--- src/spismp_pkg.sv ---
package spismp_pkg;

  // ----------------------------------------------------------------
  // Register map
  // ----------------------------------------------------------------
  localparam logic [1:0] ADDR_MODE = 2'h0; // serial_mode_control
  localparam logic [1:0] ADDR_CFG = 2'h1;  // serial_config_flags
  localparam logic [1:0] ADDR_DATA = 2'h2; // serial_shift_data

  // ----------------------------------------------------------------
  // Field positions
  // ----------------------------------------------------------------
  localparam int MODE_SEL_LSB = 5;
  localparam int MODE_DEB_LSB = 2;
  localparam int MODE_EN_BIT = 1;
  localparam int MODE_ICF_BIT = 0;
  localparam int CFG_SPARE_LSB = 6;
  localparam int CFG_POL_BIT = 5;
  localparam int CFG_EDGE_BIT = 4;
  localparam int CFG_ORDER_BIT = 3;
  localparam int CFG_SELECT_PIN_ENABLE_BIT = 2;
  localparam int CFG_WRITE_COLLISION_FLAG_BIT = 1;
  localparam int CFG_TRF_BIT = 0;

  // ----------------------------------------------------------------
  // Values after reset
  // ----------------------------------------------------------------
  localparam logic [2:0] MODE_SEL_RST = 3'h7;
  localparam logic [7:0] CFG_RST = 8'h00;
  localparam logic [7:0] DATA_RST = 8'h00;

  // ----------------------------------------------------------------
  // Operating modes
  // ----------------------------------------------------------------
  typedef enum logic [2:0] {
    SPISMP_M_DIV4 = 3'b000,
    SPISMP_M_DIV16 = 3'b001,
    SPISMP_M_DIV64 = 3'b010,
    SPISMP_M_SUB = 3'b011,
    SPISMP_M_TIMER = 3'b100,
    SPISMP_SLAVE = 3'b101,
    SPISMP_I2C = 3'b110,
    SPISMP_UNUSED = 3'b111
  } spismp_mode_t;

  // ----------------------------------------------------------------
  // Timing: serial clock period and half period in system cycles
  // ----------------------------------------------------------------
  localparam int DIV4_RATIO = 4;
  localparam int DIV16_RATIO = 16;
  localparam int DIV64_RATIO = 64;
  localparam logic [5:0] HALF_DIV4 = 6'(DIV4_RATIO / 2);
  localparam logic [5:0] HALF_DIV16 = 6'(DIV16_RATIO / 2);
  localparam logic [5:0] HALF_DIV64 = 6'(DIV64_RATIO / 2);
  localparam logic [3:0] LAST_EDGE = 4'hF; // Sixteen edges, eight bits

endpackage : spismp_pkg

--- src/spismp_core.sv ---
`timescale 1ns/100ps

// How it works
// - Modes 000/001/010 run master with clock at system rate over 4, 16, 64.
// - Mode 011 clocks master from sub clock; 100 at half timer-match rate.
// - Mode 101 is slave, 110 is I2C; 111 runs no SPI at all.
// - As slave, no own clock; shifting follows external master clock edges only.
// - Master starts every transfer and drives clock; slave never starts one.
// - Enable low releases all serial pins and stops the logic.
// - Raising enable leaves all control register contents untouched.
// - Select-pin enable high uses select line; low leaves the pin floating.
// - Only one select pin exists, so one slave directly.
// - Transmit and receive bytes both pass through the one data register.
// - Data register is shared with I2C and reset loads it with DATA_RST (00h).
// - Slave deselected mid-byte sets incomplete flag and transfer-done flag.
// - Incomplete event raises the module event request.
// - Software setting incomplete flag never sets transfer-done flag.
// - Incomplete flag is set by hardware only in SPI slave mode.
// - Bit 4 of mode control reads as zero.
// - Bit order and active clock edge are both selectable.
// - Polarity bit 0 idles clock high, 1 idles clock low.
// - Edge select with polarity picks rising or falling capture edge.
// - Order bit 1 shifts MSB first, 0 LSB first.
// - Data write during transfer is dropped and sets write-collision flag.
module spismp_core (
  // Clock and reset
  input wire logic clk_i,
  input wire logic arst_n_i,
  // Register port
  input wire logic [1:0] addr_i,
  input wire logic [7:0] wdata_i,
  input wire logic wr_i,
  input wire logic rd_i,
  output logic [7:0] rdata_o,
  // Master clock sources
  input wire logic sub_clk_i,
  input wire logic timer_match_i,
  // Serial clock pin
  input wire logic sck_i,
  output logic sck_o,
  output logic sck_oe_o,
  // Serial data pins
  input wire logic sdi_i,
  output logic sdo_o,
  output logic sdo_oe_o,
  // Slave select pin
  input wire logic scs_n_i,
  output logic scs_n_o,
  output logic scs_oe_o,
  // Transfer done or incomplete event
  output logic spi_event_o
);

  // ----------------------------------------------------------------
  // Reset release
  // ----------------------------------------------------------------
  logic [1:0] rst_q;
  logic rst_n;

  // Two-stage release of the asynchronous reset
  always_ff @(posedge clk_i or negedge arst_n_i) begin
    if (!arst_n_i) begin
      rst_q <= 2'h0;
    end else begin
      rst_q <= {rst_q[0], 1'b1};
    end
  end

  assign rst_n = rst_q[1];

  // ----------------------------------------------------------------
  // Pin synchronisers
  // ----------------------------------------------------------------
  logic [3:0] pins_s;
  logic sck_s;
  logic sdi_s;
  logic scs_s;
  logic sub_s;

  spismp_sync #(
    .WIDTH(4),
    .RST_VAL(4'h2)
  ) u_sync (
    .clk_i(clk_i),
    .rst_n_i(rst_n),
    .async_i({sub_clk_i, sdi_i, scs_n_i, sck_i}),
    .sync_o(pins_s)
  );

  assign sck_s = pins_s[0];
  assign scs_s = pins_s[1];
  assign sdi_s = pins_s[2];
  assign sub_s = pins_s[3];

  // ----------------------------------------------------------------
  // State
  // ----------------------------------------------------------------
  typedef struct packed {
    spismp_pkg::spismp_mode_t mode;
    logic [1:0] deb;
    logic en;
    logic icf;
    logic [1:0] spare;
    logic clock_idle_polarity;
    logic capture_edge_select;
    logic bit_order_select;
    logic select_pin_enable;
    logic write_collision_flag;
    logic transfer_done_flag;
    logic [7:0] sh;
    logic samp;
    logic busy;
    logic [3:0] ecnt;
    logic sck_q;
    logic mev;
    logic [5:0] div;
    logic sub_d;
    logic scs_d;
    logic sck_d;
    logic [7:0] rdata;
    logic evt;
  } spismp_state_t;

  spismp_state_t s;
  spismp_state_t next_s;

  // Shift one bit in at the far end from the outgoing bit
  function automatic logic [7:0] spismp_shift(input logic [7:0] cur, input logic b,
                                             input logic msb_first);
    spismp_shift = msb_first ? {cur[6:0], b} : {b, cur[7:1]};
  endfunction : spismp_shift

  // ----------------------------------------------------------------
  // Decode
  // ----------------------------------------------------------------
  logic is_master;
  logic is_slave;
  logic sel_ok;
  logic in_xfer;
  logic tick;
  logic edge_ev;
  logic new_sck;
  logic leading;
  logic sample_ev;
  logic fin;
  logic early_end;
  logic wr_data;

  // Mode decode and slave selection
  always_comb begin
    is_master = (s.mode <= spismp_pkg::SPISMP_M_TIMER);
    is_slave = (s.mode == spismp_pkg::SPISMP_SLAVE);
    sel_ok = !s.select_pin_enable || !scs_s;
    in_xfer = s.busy || (s.ecnt != 4'h0);
    wr_data = wr_i && (addr_i == spismp_pkg::ADDR_DATA);
  end

  // Master bit-rate tick
  always_comb begin
    tick = 1'b0;
    unique case (s.mode)
      spismp_pkg::SPISMP_M_DIV4: tick = (s.div == spismp_pkg::HALF_DIV4 - 6'h1);
      spismp_pkg::SPISMP_M_DIV16: tick = (s.div == spismp_pkg::HALF_DIV16 - 6'h1);
      spismp_pkg::SPISMP_M_DIV64: tick = (s.div == spismp_pkg::HALF_DIV64 - 6'h1);
      spismp_pkg::SPISMP_M_SUB: tick = (sub_s != s.sub_d);
      spismp_pkg::SPISMP_M_TIMER: tick = timer_match_i;
      spismp_pkg::SPISMP_SLAVE, spismp_pkg::SPISMP_I2C,
      spismp_pkg::SPISMP_UNUSED: tick = 1'b0;
    endcase
  end

  // Clock edges of the current transfer and their meaning
  always_comb begin
    if (is_master) begin
      edge_ev = s.en && s.mev;
      new_sck = s.sck_q;
    end else begin
      edge_ev = s.en && is_slave && sel_ok && (sck_s != s.sck_d);
      new_sck = sck_s;
    end
    leading = (new_sck == s.clock_idle_polarity);
    sample_ev = edge_ev && (leading == s.capture_edge_select);
    fin = edge_ev && (s.ecnt == spismp_pkg::LAST_EDGE);
    early_end = s.en && is_slave && s.select_pin_enable && scs_s && !s.scs_d
                && (s.ecnt != 4'h0);
  end

  // ----------------------------------------------------------------
  // Next state
  // ----------------------------------------------------------------
  always_comb begin
    next_s = s;
    next_s.evt = 1'b0;
    next_s.sub_d = sub_s;
    next_s.scs_d = scs_s;
    next_s.sck_d = sck_s;
    next_s.div = (s.busy && !tick) ? s.div + 6'h1 : 6'h0;

    // Register writes; hardware sets below win over clears
    if (wr_i) begin
      unique case (addr_i)
        spismp_pkg::ADDR_MODE: begin
          next_s.mode = spismp_pkg::spismp_mode_t'(wdata_i[spismp_pkg::MODE_SEL_LSB +: 3]);
          next_s.deb = wdata_i[spismp_pkg::MODE_DEB_LSB +: 2];
          next_s.en = wdata_i[spismp_pkg::MODE_EN_BIT];
          next_s.icf = wdata_i[spismp_pkg::MODE_ICF_BIT];
        end
        spismp_pkg::ADDR_CFG: begin
          next_s.spare = wdata_i[spismp_pkg::CFG_SPARE_LSB +: 2];
          next_s.clock_idle_polarity = wdata_i[spismp_pkg::CFG_POL_BIT];
          next_s.capture_edge_select = wdata_i[spismp_pkg::CFG_EDGE_BIT];
          next_s.bit_order_select = wdata_i[spismp_pkg::CFG_ORDER_BIT];
          next_s.select_pin_enable = wdata_i[spismp_pkg::CFG_SELECT_PIN_ENABLE_BIT];
          next_s.write_collision_flag = wdata_i[spismp_pkg::CFG_WRITE_COLLISION_FLAG_BIT];
          next_s.transfer_done_flag = wdata_i[spismp_pkg::CFG_TRF_BIT];
        end
        spismp_pkg::ADDR_DATA: begin
          if (in_xfer) begin
            next_s.write_collision_flag = 1'b1;
          end else begin
            next_s.sh = wdata_i;
            if (s.en && is_master) begin
              next_s.busy = 1'b1;
              next_s.ecnt = 4'h0;
              next_s.sck_q = ~s.clock_idle_polarity;
            end
          end
        end
        default: begin
        end
      endcase
    end

    // Master clock toggles now; data step a cycle later, as received bits lag two flops
    next_s.mev = s.en && s.busy && is_master && tick && !fin;
    next_s.sck_q = next_s.mev ? ~s.sck_q : next_s.sck_q;
    // Serial clock edge: capture or launch
    if (edge_ev) begin
      if (sample_ev && !fin) begin
        next_s.samp = sdi_s;
      end else if (sample_ev) begin
        next_s.sh = spismp_shift(s.sh, sdi_s, s.bit_order_select);
      end else if (s.ecnt != 4'h0) begin
        next_s.sh = spismp_shift(s.sh, s.samp, s.bit_order_select);
      end
      next_s.ecnt = s.ecnt + 4'h1;
    end

    // Eight bits shifted both ways
    if (fin) begin
      next_s.transfer_done_flag = 1'b1;
      next_s.busy = 1'b0;
      next_s.ecnt = 4'h0;
      next_s.evt = 1'b1;
    end

    // Slave abandoned or deselected
    if (early_end) begin
      next_s.icf = 1'b1;
      next_s.transfer_done_flag = 1'b1;
      next_s.evt = 1'b1;
    end
    if (is_slave && !sel_ok) begin
      next_s.ecnt = 4'h0;
    end

    // Disabled or not in a master mode: no master transfer runs
    if (!s.en || !is_master) begin
      next_s.busy = 1'b0;
    end
    next_s.sck_q = next_s.busy ? next_s.sck_q : ~next_s.clock_idle_polarity;
    if (!s.en) begin
      next_s.ecnt = 4'h0;
    end

    // Read data, valid in the cycle after the strobe
    next_s.rdata = 8'h00;
    if (rd_i) begin
      unique case (addr_i)
        spismp_pkg::ADDR_MODE: next_s.rdata = {s.mode, 1'b0, s.deb, s.en, s.icf};
        spismp_pkg::ADDR_CFG: next_s.rdata = {s.spare, s.clock_idle_polarity, s.capture_edge_select, s.bit_order_select,
                                              s.select_pin_enable, s.write_collision_flag, s.transfer_done_flag};
        spismp_pkg::ADDR_DATA: next_s.rdata = s.sh;
        default: next_s.rdata = 8'h00;
      endcase
    end
  end

  // State register; data register loads DATA_RST (00h) at reset
  always_ff @(posedge clk_i or negedge rst_n) begin
    if (!rst_n) begin
      s <= '0;
      s.mode <= spismp_pkg::spismp_mode_t'(spismp_pkg::MODE_SEL_RST);
      s.spare <= spismp_pkg::CFG_RST[7:6];
      s.sh <= spismp_pkg::DATA_RST;
      s.sck_q <= 1'b1;
      s.scs_d <= 1'b1;
    end else begin
      s <= next_s;
    end
  end

  // ----------------------------------------------------------------
  // Outputs
  // ----------------------------------------------------------------
  // Pin drive follows enable, mode and select enable
  assign sck_o = s.sck_q;
  assign sck_oe_o = s.en && is_master;
  assign sdo_o = s.bit_order_select ? s.sh[7] : s.sh[0];
  assign sdo_oe_o = s.en && (is_master || (is_slave && sel_ok));
  assign scs_n_o = !s.busy;
  assign scs_oe_o = s.en && s.select_pin_enable && is_master;
  assign rdata_o = s.rdata;
  assign spi_event_o = s.evt;
endmodule : spismp_core

--- src/spismp_sync.sv ---
`timescale 1ns/100ps

module spismp_sync #(
  parameter int WIDTH = 1,
  parameter logic [WIDTH-1:0] RST_VAL = '0
) (
  // Clock and reset
  input wire logic clk_i,
  input wire logic rst_n_i,
  // Asynchronous levels in, synchronised levels out
  input wire logic [WIDTH-1:0] async_i,
  output logic [WIDTH-1:0] sync_o
);

  // ----------------------------------------------------------------
  // State
  // ----------------------------------------------------------------
  typedef struct packed {
    logic [WIDTH-1:0] meta;
    logic [WIDTH-1:0] stable;
  } spismp_sync_t;

  spismp_sync_t s;
  spismp_sync_t next_s;

  // First stage feeds only the second stage
  always_comb begin
    next_s.meta = async_i;
    next_s.stable = s.meta;
  end

  // Both stages
  always_ff @(posedge clk_i or negedge rst_n_i) begin
    if (!rst_n_i) begin
      s <= {RST_VAL, RST_VAL};
    end else begin
      s <= next_s;
    end
  end

  assign sync_o = s.stable;

endmodule : spismp_sync

--- config.mk ---
export PLATFORM = sky130hd
export DESIGN_NAME = spismp_core
export DESIGN_NICKNAME = d
export VERILOG_FILES = /design/src/spismp_pkg.sv /design/src/spismp_core.sv /design/src/spismp_sync.sv
export SDC_FILE = /design/constraint.sdc
export NUM_CORES = 1
export LEC_CHECK = 0
export BUFFER_PORTS_ARGS = -buffer_cell sky130_fd_sc_hd__buf_2
export CORE_MARGIN = 5
export CORE_UTILIZATION = 58
export CTS_CLUSTER_DIAMETER = 80
export DETAILED_ROUTE_END_ITERATION = 10
export GPL_ROUTABILITY_DRIVEN = 0
export GPL_TIMING_DRIVEN = 0
export PLACE_DENSITY = 0.79
export SYNTH_ARGS = -nofsm -noshare
export SYNTH_HDL_FRONTEND = slang
export SYNTH_SLANG_ARGS = --single-unit
--- constraint.sdc ---
create_clock -name clk_i -period 2.5 [get_ports clk_i]
set_input_delay 0.625 -clock clk_i [delete_from_list [all_inputs] [get_ports clk_i]]
set_output_delay 0.625 -clock clk_i [all_outputs]
set_load 0.03 [all_outputs]
==> impl_metrics.ini, run 1 <==
[synth]
synthCells = 254
yosys_warnings = 0
synthFlopType = dfrtp_1
ys_types = 52
syn_nets = 276
yosysTopAreaCellShare_pct = 45.2
avgSynthCellArea_um2 = 11.3
ys_ff_latch = 59
synth_area_leaders = dfrtp_1 (45%), mux2i_1 (9.7%), dfstp_2 (6.4%)
synth_area_mm2 = 0.00288
synth_edf_count = 0
synth_area_leader_cell = dfrtp_1
postSynth.asyncResetShare_pct = 100
yosysSeqAreaShare_pct = 51.5

[global_routing]
grt_use_total_pct = 20.8
grt_pass1_wl_um = 9810
grt_pass1_vias = 1980
grt_overflow_total = 0
antenna_found_initial = 0
grt_start_max_net_pins = 31

[power]
leakage_nw = 1.64
max-vdd-ir-drop_v = 0.000598
power_density_mw_per_mm2 = 779

[detailed_routing]
post_drt_wl_per_cell_um = 15.9
antenna_left = 0
firstDrtPassIters = 4
detailroute.via_count = 2003
drcViolationCount = 0
drt_first_iter_violations = 120
routed_wl_um = 5850
detail_route.vias_per_cell = 5.43

[cts]
cts_tree = built
cts_root_buffer = clkbuf_8
htreeDepth = 3
cts_sinks = 59
cts_setup_buffers = 0
path_clk_slew_ns = 0.06
numCtsBuffers = 9
clk_latency_ns = 0.34
cts.repair.resized = 0
cts_buffer_depth = 2
hold_buffers = 0

[placed_design]
dp_hpwl_um = 4180
place_inst = 355
detailedPlace.worstSlack_ns = 0.0151
postPlaceCellArea_mm2 = 0.00315
port_buffers = 33

[floorplan]
die-area_mm2 = 0.00648
initial_core_util_pct = 60.2
chipWidth_um = 80.5
fp.dieH_um = 80.5
coreArea_mm2 = 0.00479
rows = 25
io_pins = 34

[layout]
multiInputGateArea_mm2 = 0.00127
area_growth_syn_to_layout_pct = 16.0
nNetsFinal = 320
fill_cells = 362
design_area_mm2 = 0.00334
layout-drive-gt1-share_pct = 29.8
antennaDiodeCount = 0
seq_area_mm2 = 0.00149
post-route-util_pct = 69.8
final_cells = 369

[timing]
timing.max_slew.rel_slack_pct = 48.3
drv_slew = 0
rsz0062_at_grt = false
fin_crit_sh_pct = 95.0
worst_slack_ns = 0.126
fin_skew_ns = 0.0106
fin_crit_ns = 2.37
hold_viol = 0
tns_ns = 0
worstMarginPinSlew_ns = 0.772
fmax_ghz = 0.421
setup_viol = 0

[critical_path]
required_ns = 2.73
crit_buf_inv = 2
end_kind = register
cp_top_family = simple AND/OR/NAND/NOR gates
critPathMaxFanout = 10
crit_chain = inv_1 -> ha_1 -> nor3b_2 -> and2_1 -> and3_1 -> buf_2 -> mux2_2 -> a32o_1
cpPeakStageDelay_ns = 0.42
startpoint_type = register
slowest_stage = dfrtp_1
critPathKind = register to register
cp.arrival_ns = 2.60

[outcome]
outcome = complete, no violations

[flow_run]
maxCapViolations = 0

[min_path]
min_path_type = input port to asynchronous set/reset pin
-- cells in the mapped netlist, types with 3 or more instances --
| cell type | count |
|---|---|
| o21ai_0 | 14 |
| buf_4 | 8 |
| mux2i_1 | 28 |
| nand4b_1 | 3 |
| dfstp_2 | 7 |
| xor2_1 | 5 |
| mux2_2 | 15 |
| and2_1 | 10 |
| ha_1 | 3 |
| inv_1 | 8 |
| nand2_1 | 21 |
| nand3_1 | 7 |
| dfrtp_1 | 52 |
| a21oi_1 | 4 |
| nor2_1 | 19 |
| clkbuf_1 | 3 |
| and3_1 | 3 |
-- flip-flops by register name, summed over array words and instances, names as in the netlist --
signal,flops
rdata_o,8
rst_q,2
s,39
sck_o,1
spi_event_o,1
u_sync.next_s,4
u_sync.sync_o,4
-- per-stage QoR --
stage | hold slack [ns] | total power, mW
after floorplan | 0.329 | 1.61
after global placement | 0.334 | 1.75
after detailed placement | 0.327 | 1.77
after CTS | 0.0527 | 2.63
after global routing | 0.0419 | 2.75
final | 0.0621 | 2.60
-- path summary, 6_finish.rpt --
check,start,end,slack (ns),cells after the start
worst max-delay path,s[20],s[33],0.13,8
worst min-delay path,arst_n_i,rst_q[0],0.06,1
worst max register to register,s[20],s[33],0.13,8
worst min register to register,rst_q[1],s[29],0.30,0
max in group asynchronous,rst_q[1],sck_o,1.54,1
min in group clk_i,u_sync.next_s[3],u_sync.sync_o[3],0.35,0
-- report_power, final --
group	switching, mW	internal (mW)
logic	0.286	0.256
clock network	0.345	0.508
registers	0.129	1.08
total	0.759	1.84
-- cell families after synthesis --
group / synth area share (%)
mux: 16.8
simple gates: 13.9
buf+inv: 4.34
other cells: 0.130
fa+ha+maj: 1.30
compound gates: 9.38
xor+xnor: 2.69
flops: 51.5
-- routing by layer --
metal / GRT usage [%] / up-vias / part of all wire, %
met3: 7.06 / 8 / 6.5
met2: 33.0 / 53 / 47
li1: - / 970 / -
met5: 0 / - / 0
met4: 7.60 / 0 / 1.3
met1: 26.4 / 972 / 45
-- cell type report --
cell class,count,area share [%]
plain buffers,14,2.73
repair buffers,34,5.54
inverters,8,0.899
well taps,67,2.51
flip-flops and latches,59,44.5
clock buffers,13,4.75
multi-input cells,172,38.0
clock inverters,2,1.05
-- cell usage in the layout, fill, tap and decap left out, types with 2 or more instances in the layout --
cell type	count
o21ai_0	14
xnor2_1	2
o211a_1	2
nand4_1	2
and2_1	10
buf_2	34
nor2_1	19
dfstp_2	7
nand2_1	21
mux2i_1	28
a32o_1	2
clkbuf_8	11
a21oi_1	4
inv_1	8
clkbuf_1	5
buf_4	8
a22o_1	2
a211oi_1	2
and3_1	3
nand4b_1	3
mux2_2	15
nor2b_1	2
dfrtp_1	51
ha_1	3
a21o_1	2
nand3_1	7
xor2_1	5
(Power assumes the default switching activity.)
==> run 2: changes to the inputs <==
- BUFFER_PORTS_ARGS: -buffer_cell sky130_fd_sc_hd__buf_2 -> -buffer_cell sky130_fd_sc_hd__buf_4
- clock period: 2.5 -> 2.3 ns (I/O delays scaled with it)
==> run 2 against run 1 <==
  * Wire length rose by 2.1%
  * Largest power group unchanged
  * Highest routed layer unchanged
  * Critical path type is now register to primary output
  * Hold slack gained 0.25 ns
  * Sequential cell count did not move
==> impl_metrics.ini, run 2 (same netlist as run 1, synthesis figures left out) <==
[critical_path]
required_ns = 1.73
reg2reg_depth = 8
cp.arrival_ns = 1.62
r2r_setup_slack_ns = 0.15
worstReg2RegEnd = s[33]
startpoint_type = register
critPathKind = register to primary output
r2r_start = s[21]
critPathMaxFanout = 10
end_kind = primary output

[timing]
setup_viol = 0
drv_slew = 0
timing.max_slew.rel_slack_pct = 48.7
fin_crit_sh_pct = 95.4
fin_skew_ns = 0.00604
fmax_ghz = 0.456
rsz0062_at_grt = false
worstMarginPinSlew_ns = 0.767
hold_viol = 0
fin_crit_ns = 2.19

[detailed_routing]
detail_route.vias_per_cell = 5.42
drcViolationCount = 0
post_drt_wl_per_cell_um = 15.9
detailroute.via_count = 2031
routed_wl_um = 5980
firstDrtPassIters = 4
drt_first_iter_violations = 154
antenna_left = 0

[placed_design]
postPlaceCellArea_mm2 = 0.00323
dp_hpwl_um = 4250
place_inst = 355
port_buffers = 33

[layout]
final_cells = 375
post-route-util_pct = 71.9
antennaDiodeCount = 0
seq_area_mm2 = 0.00149
largest_reg_flops = 39
fill_cells = 374
area_growth_syn_to_layout_pct = 19.4
design_area_mm2 = 0.00344
layout_common_cells = dfrtp_1 (51), buf_4 (45), mux2i_1 (28)
layout_commonest_cell = dfrtp_1
multiInputGateArea_mm2 = 0.00128
layout-drive-gt1-share_pct = 29.9
nNetsFinal = 325
top_register = s

[cts]
cts_root_buffer = clkbuf_8
cts_tree = built
clk_latency_ns = 0.34
numCtsBuffers = 9
cts_buffer_depth = 2
path_clk_slew_ns = 0.06
htreeDepth = 3
cts_sinks = 59

[outcome]
outcome = complete, no violations

[floorplan]
initial_core_util_pct = 60.2
coreArea_mm2 = 0.00479
die-area_mm2 = 0.00648
fp.dieH_um = 80.5
chipWidth_um = 80.5
rows = 25
io_pins = 34

[global_routing]
grt_use_total_pct = 21.6
grt_pass1_vias = 2117
antenna_found_initial = 0
grt_overflow_total = 0
grt_start_max_net_pins = 32
grt_pass1_wl_um = 10400

[min_path]
min_path_type = register to asynchronous set/reset pin

[flow_run]
maxCapViolations = 0

[power]
power_density_mw_per_mm2 = 801
leakage_nw = 1.67
max-vdd-ir-drop_v = 0.000551
run 2: worst max-delay path, stage by stage, from the launching register on:
cell and delay (ns):
dfrtp_1 0.44, buf_2 0.30, mux2_2 0.38, buf_4 0.17
run 2: report_power, final:
group / total (mW) / internal [mW] / leakage, nW / switching (mW)
Combinational: 0.653 / 0.322 / 0.866 / 0.331
Sequential: 1.30 / 1.17 / 0.723 / 0.128
Clock: 0.799 / 0.424 / 0.0790 / 0.376
run 2: layer usage:
layer	vias up	share of wire (%)	global-route usage (%)
met5	-	0	0
met1	989	46	28.9
met2	52	46	33.5
li1	984	-	-
met4	0	1.2	8.78
met3	6	6.5	5.38
run 2: worst max-delay path by stage:
stage	slack (ns)	from	depth (start not counted)	endpoint
after floorplan	0.20	s[20]	8	s[33]
after global placement	-0.12	addr_i[0]	5	s[45]
after detailed placement	-0.11	addr_i[0]	5	s[44]
after CTS	0.01	s[20]	8	s[33]
after global routing	0.02	s[47]	5	sdo_oe_o
final	0.11	s[37]	3	sdo_o
run 2: layout make-up:
| type | instances | area share [%] |
|---|---|---|
| sequential | 59 | 43.2 |
| multi-input combinational | 172 | 37.2 |
| timing repair buffer | 38 | 8.73 |
| clock buffer | 16 | 4.66 |
| buffer | 15 | 2.87 |
| tap | 67 | 2.44 |
| inverter | 8 | 0.873 |
run 2: timing repair:
item | in CTS | in global routing
hold buffers | 1 | 0
hold endpoints to repair | 2 | 0
buffers inserted | 1 | 2
setup endpoints to repair | 3 | 2
gates resized for setup | 2 | 2
run 2: per-stage QoR:
step                TNS [ns]  total power [mW]  hold WS, ns  setup slack [ns]
detailed placement    -0.648              1.96        0.333            -0.112
global route               0              2.92        0.323            0.0170
floorplan                  0              1.75        0.279             0.203
finish                     0              2.75        0.314             0.107
CTS                        0              2.76        0.333            0.0107
global placement       -4.92              1.93        0.334            -0.124
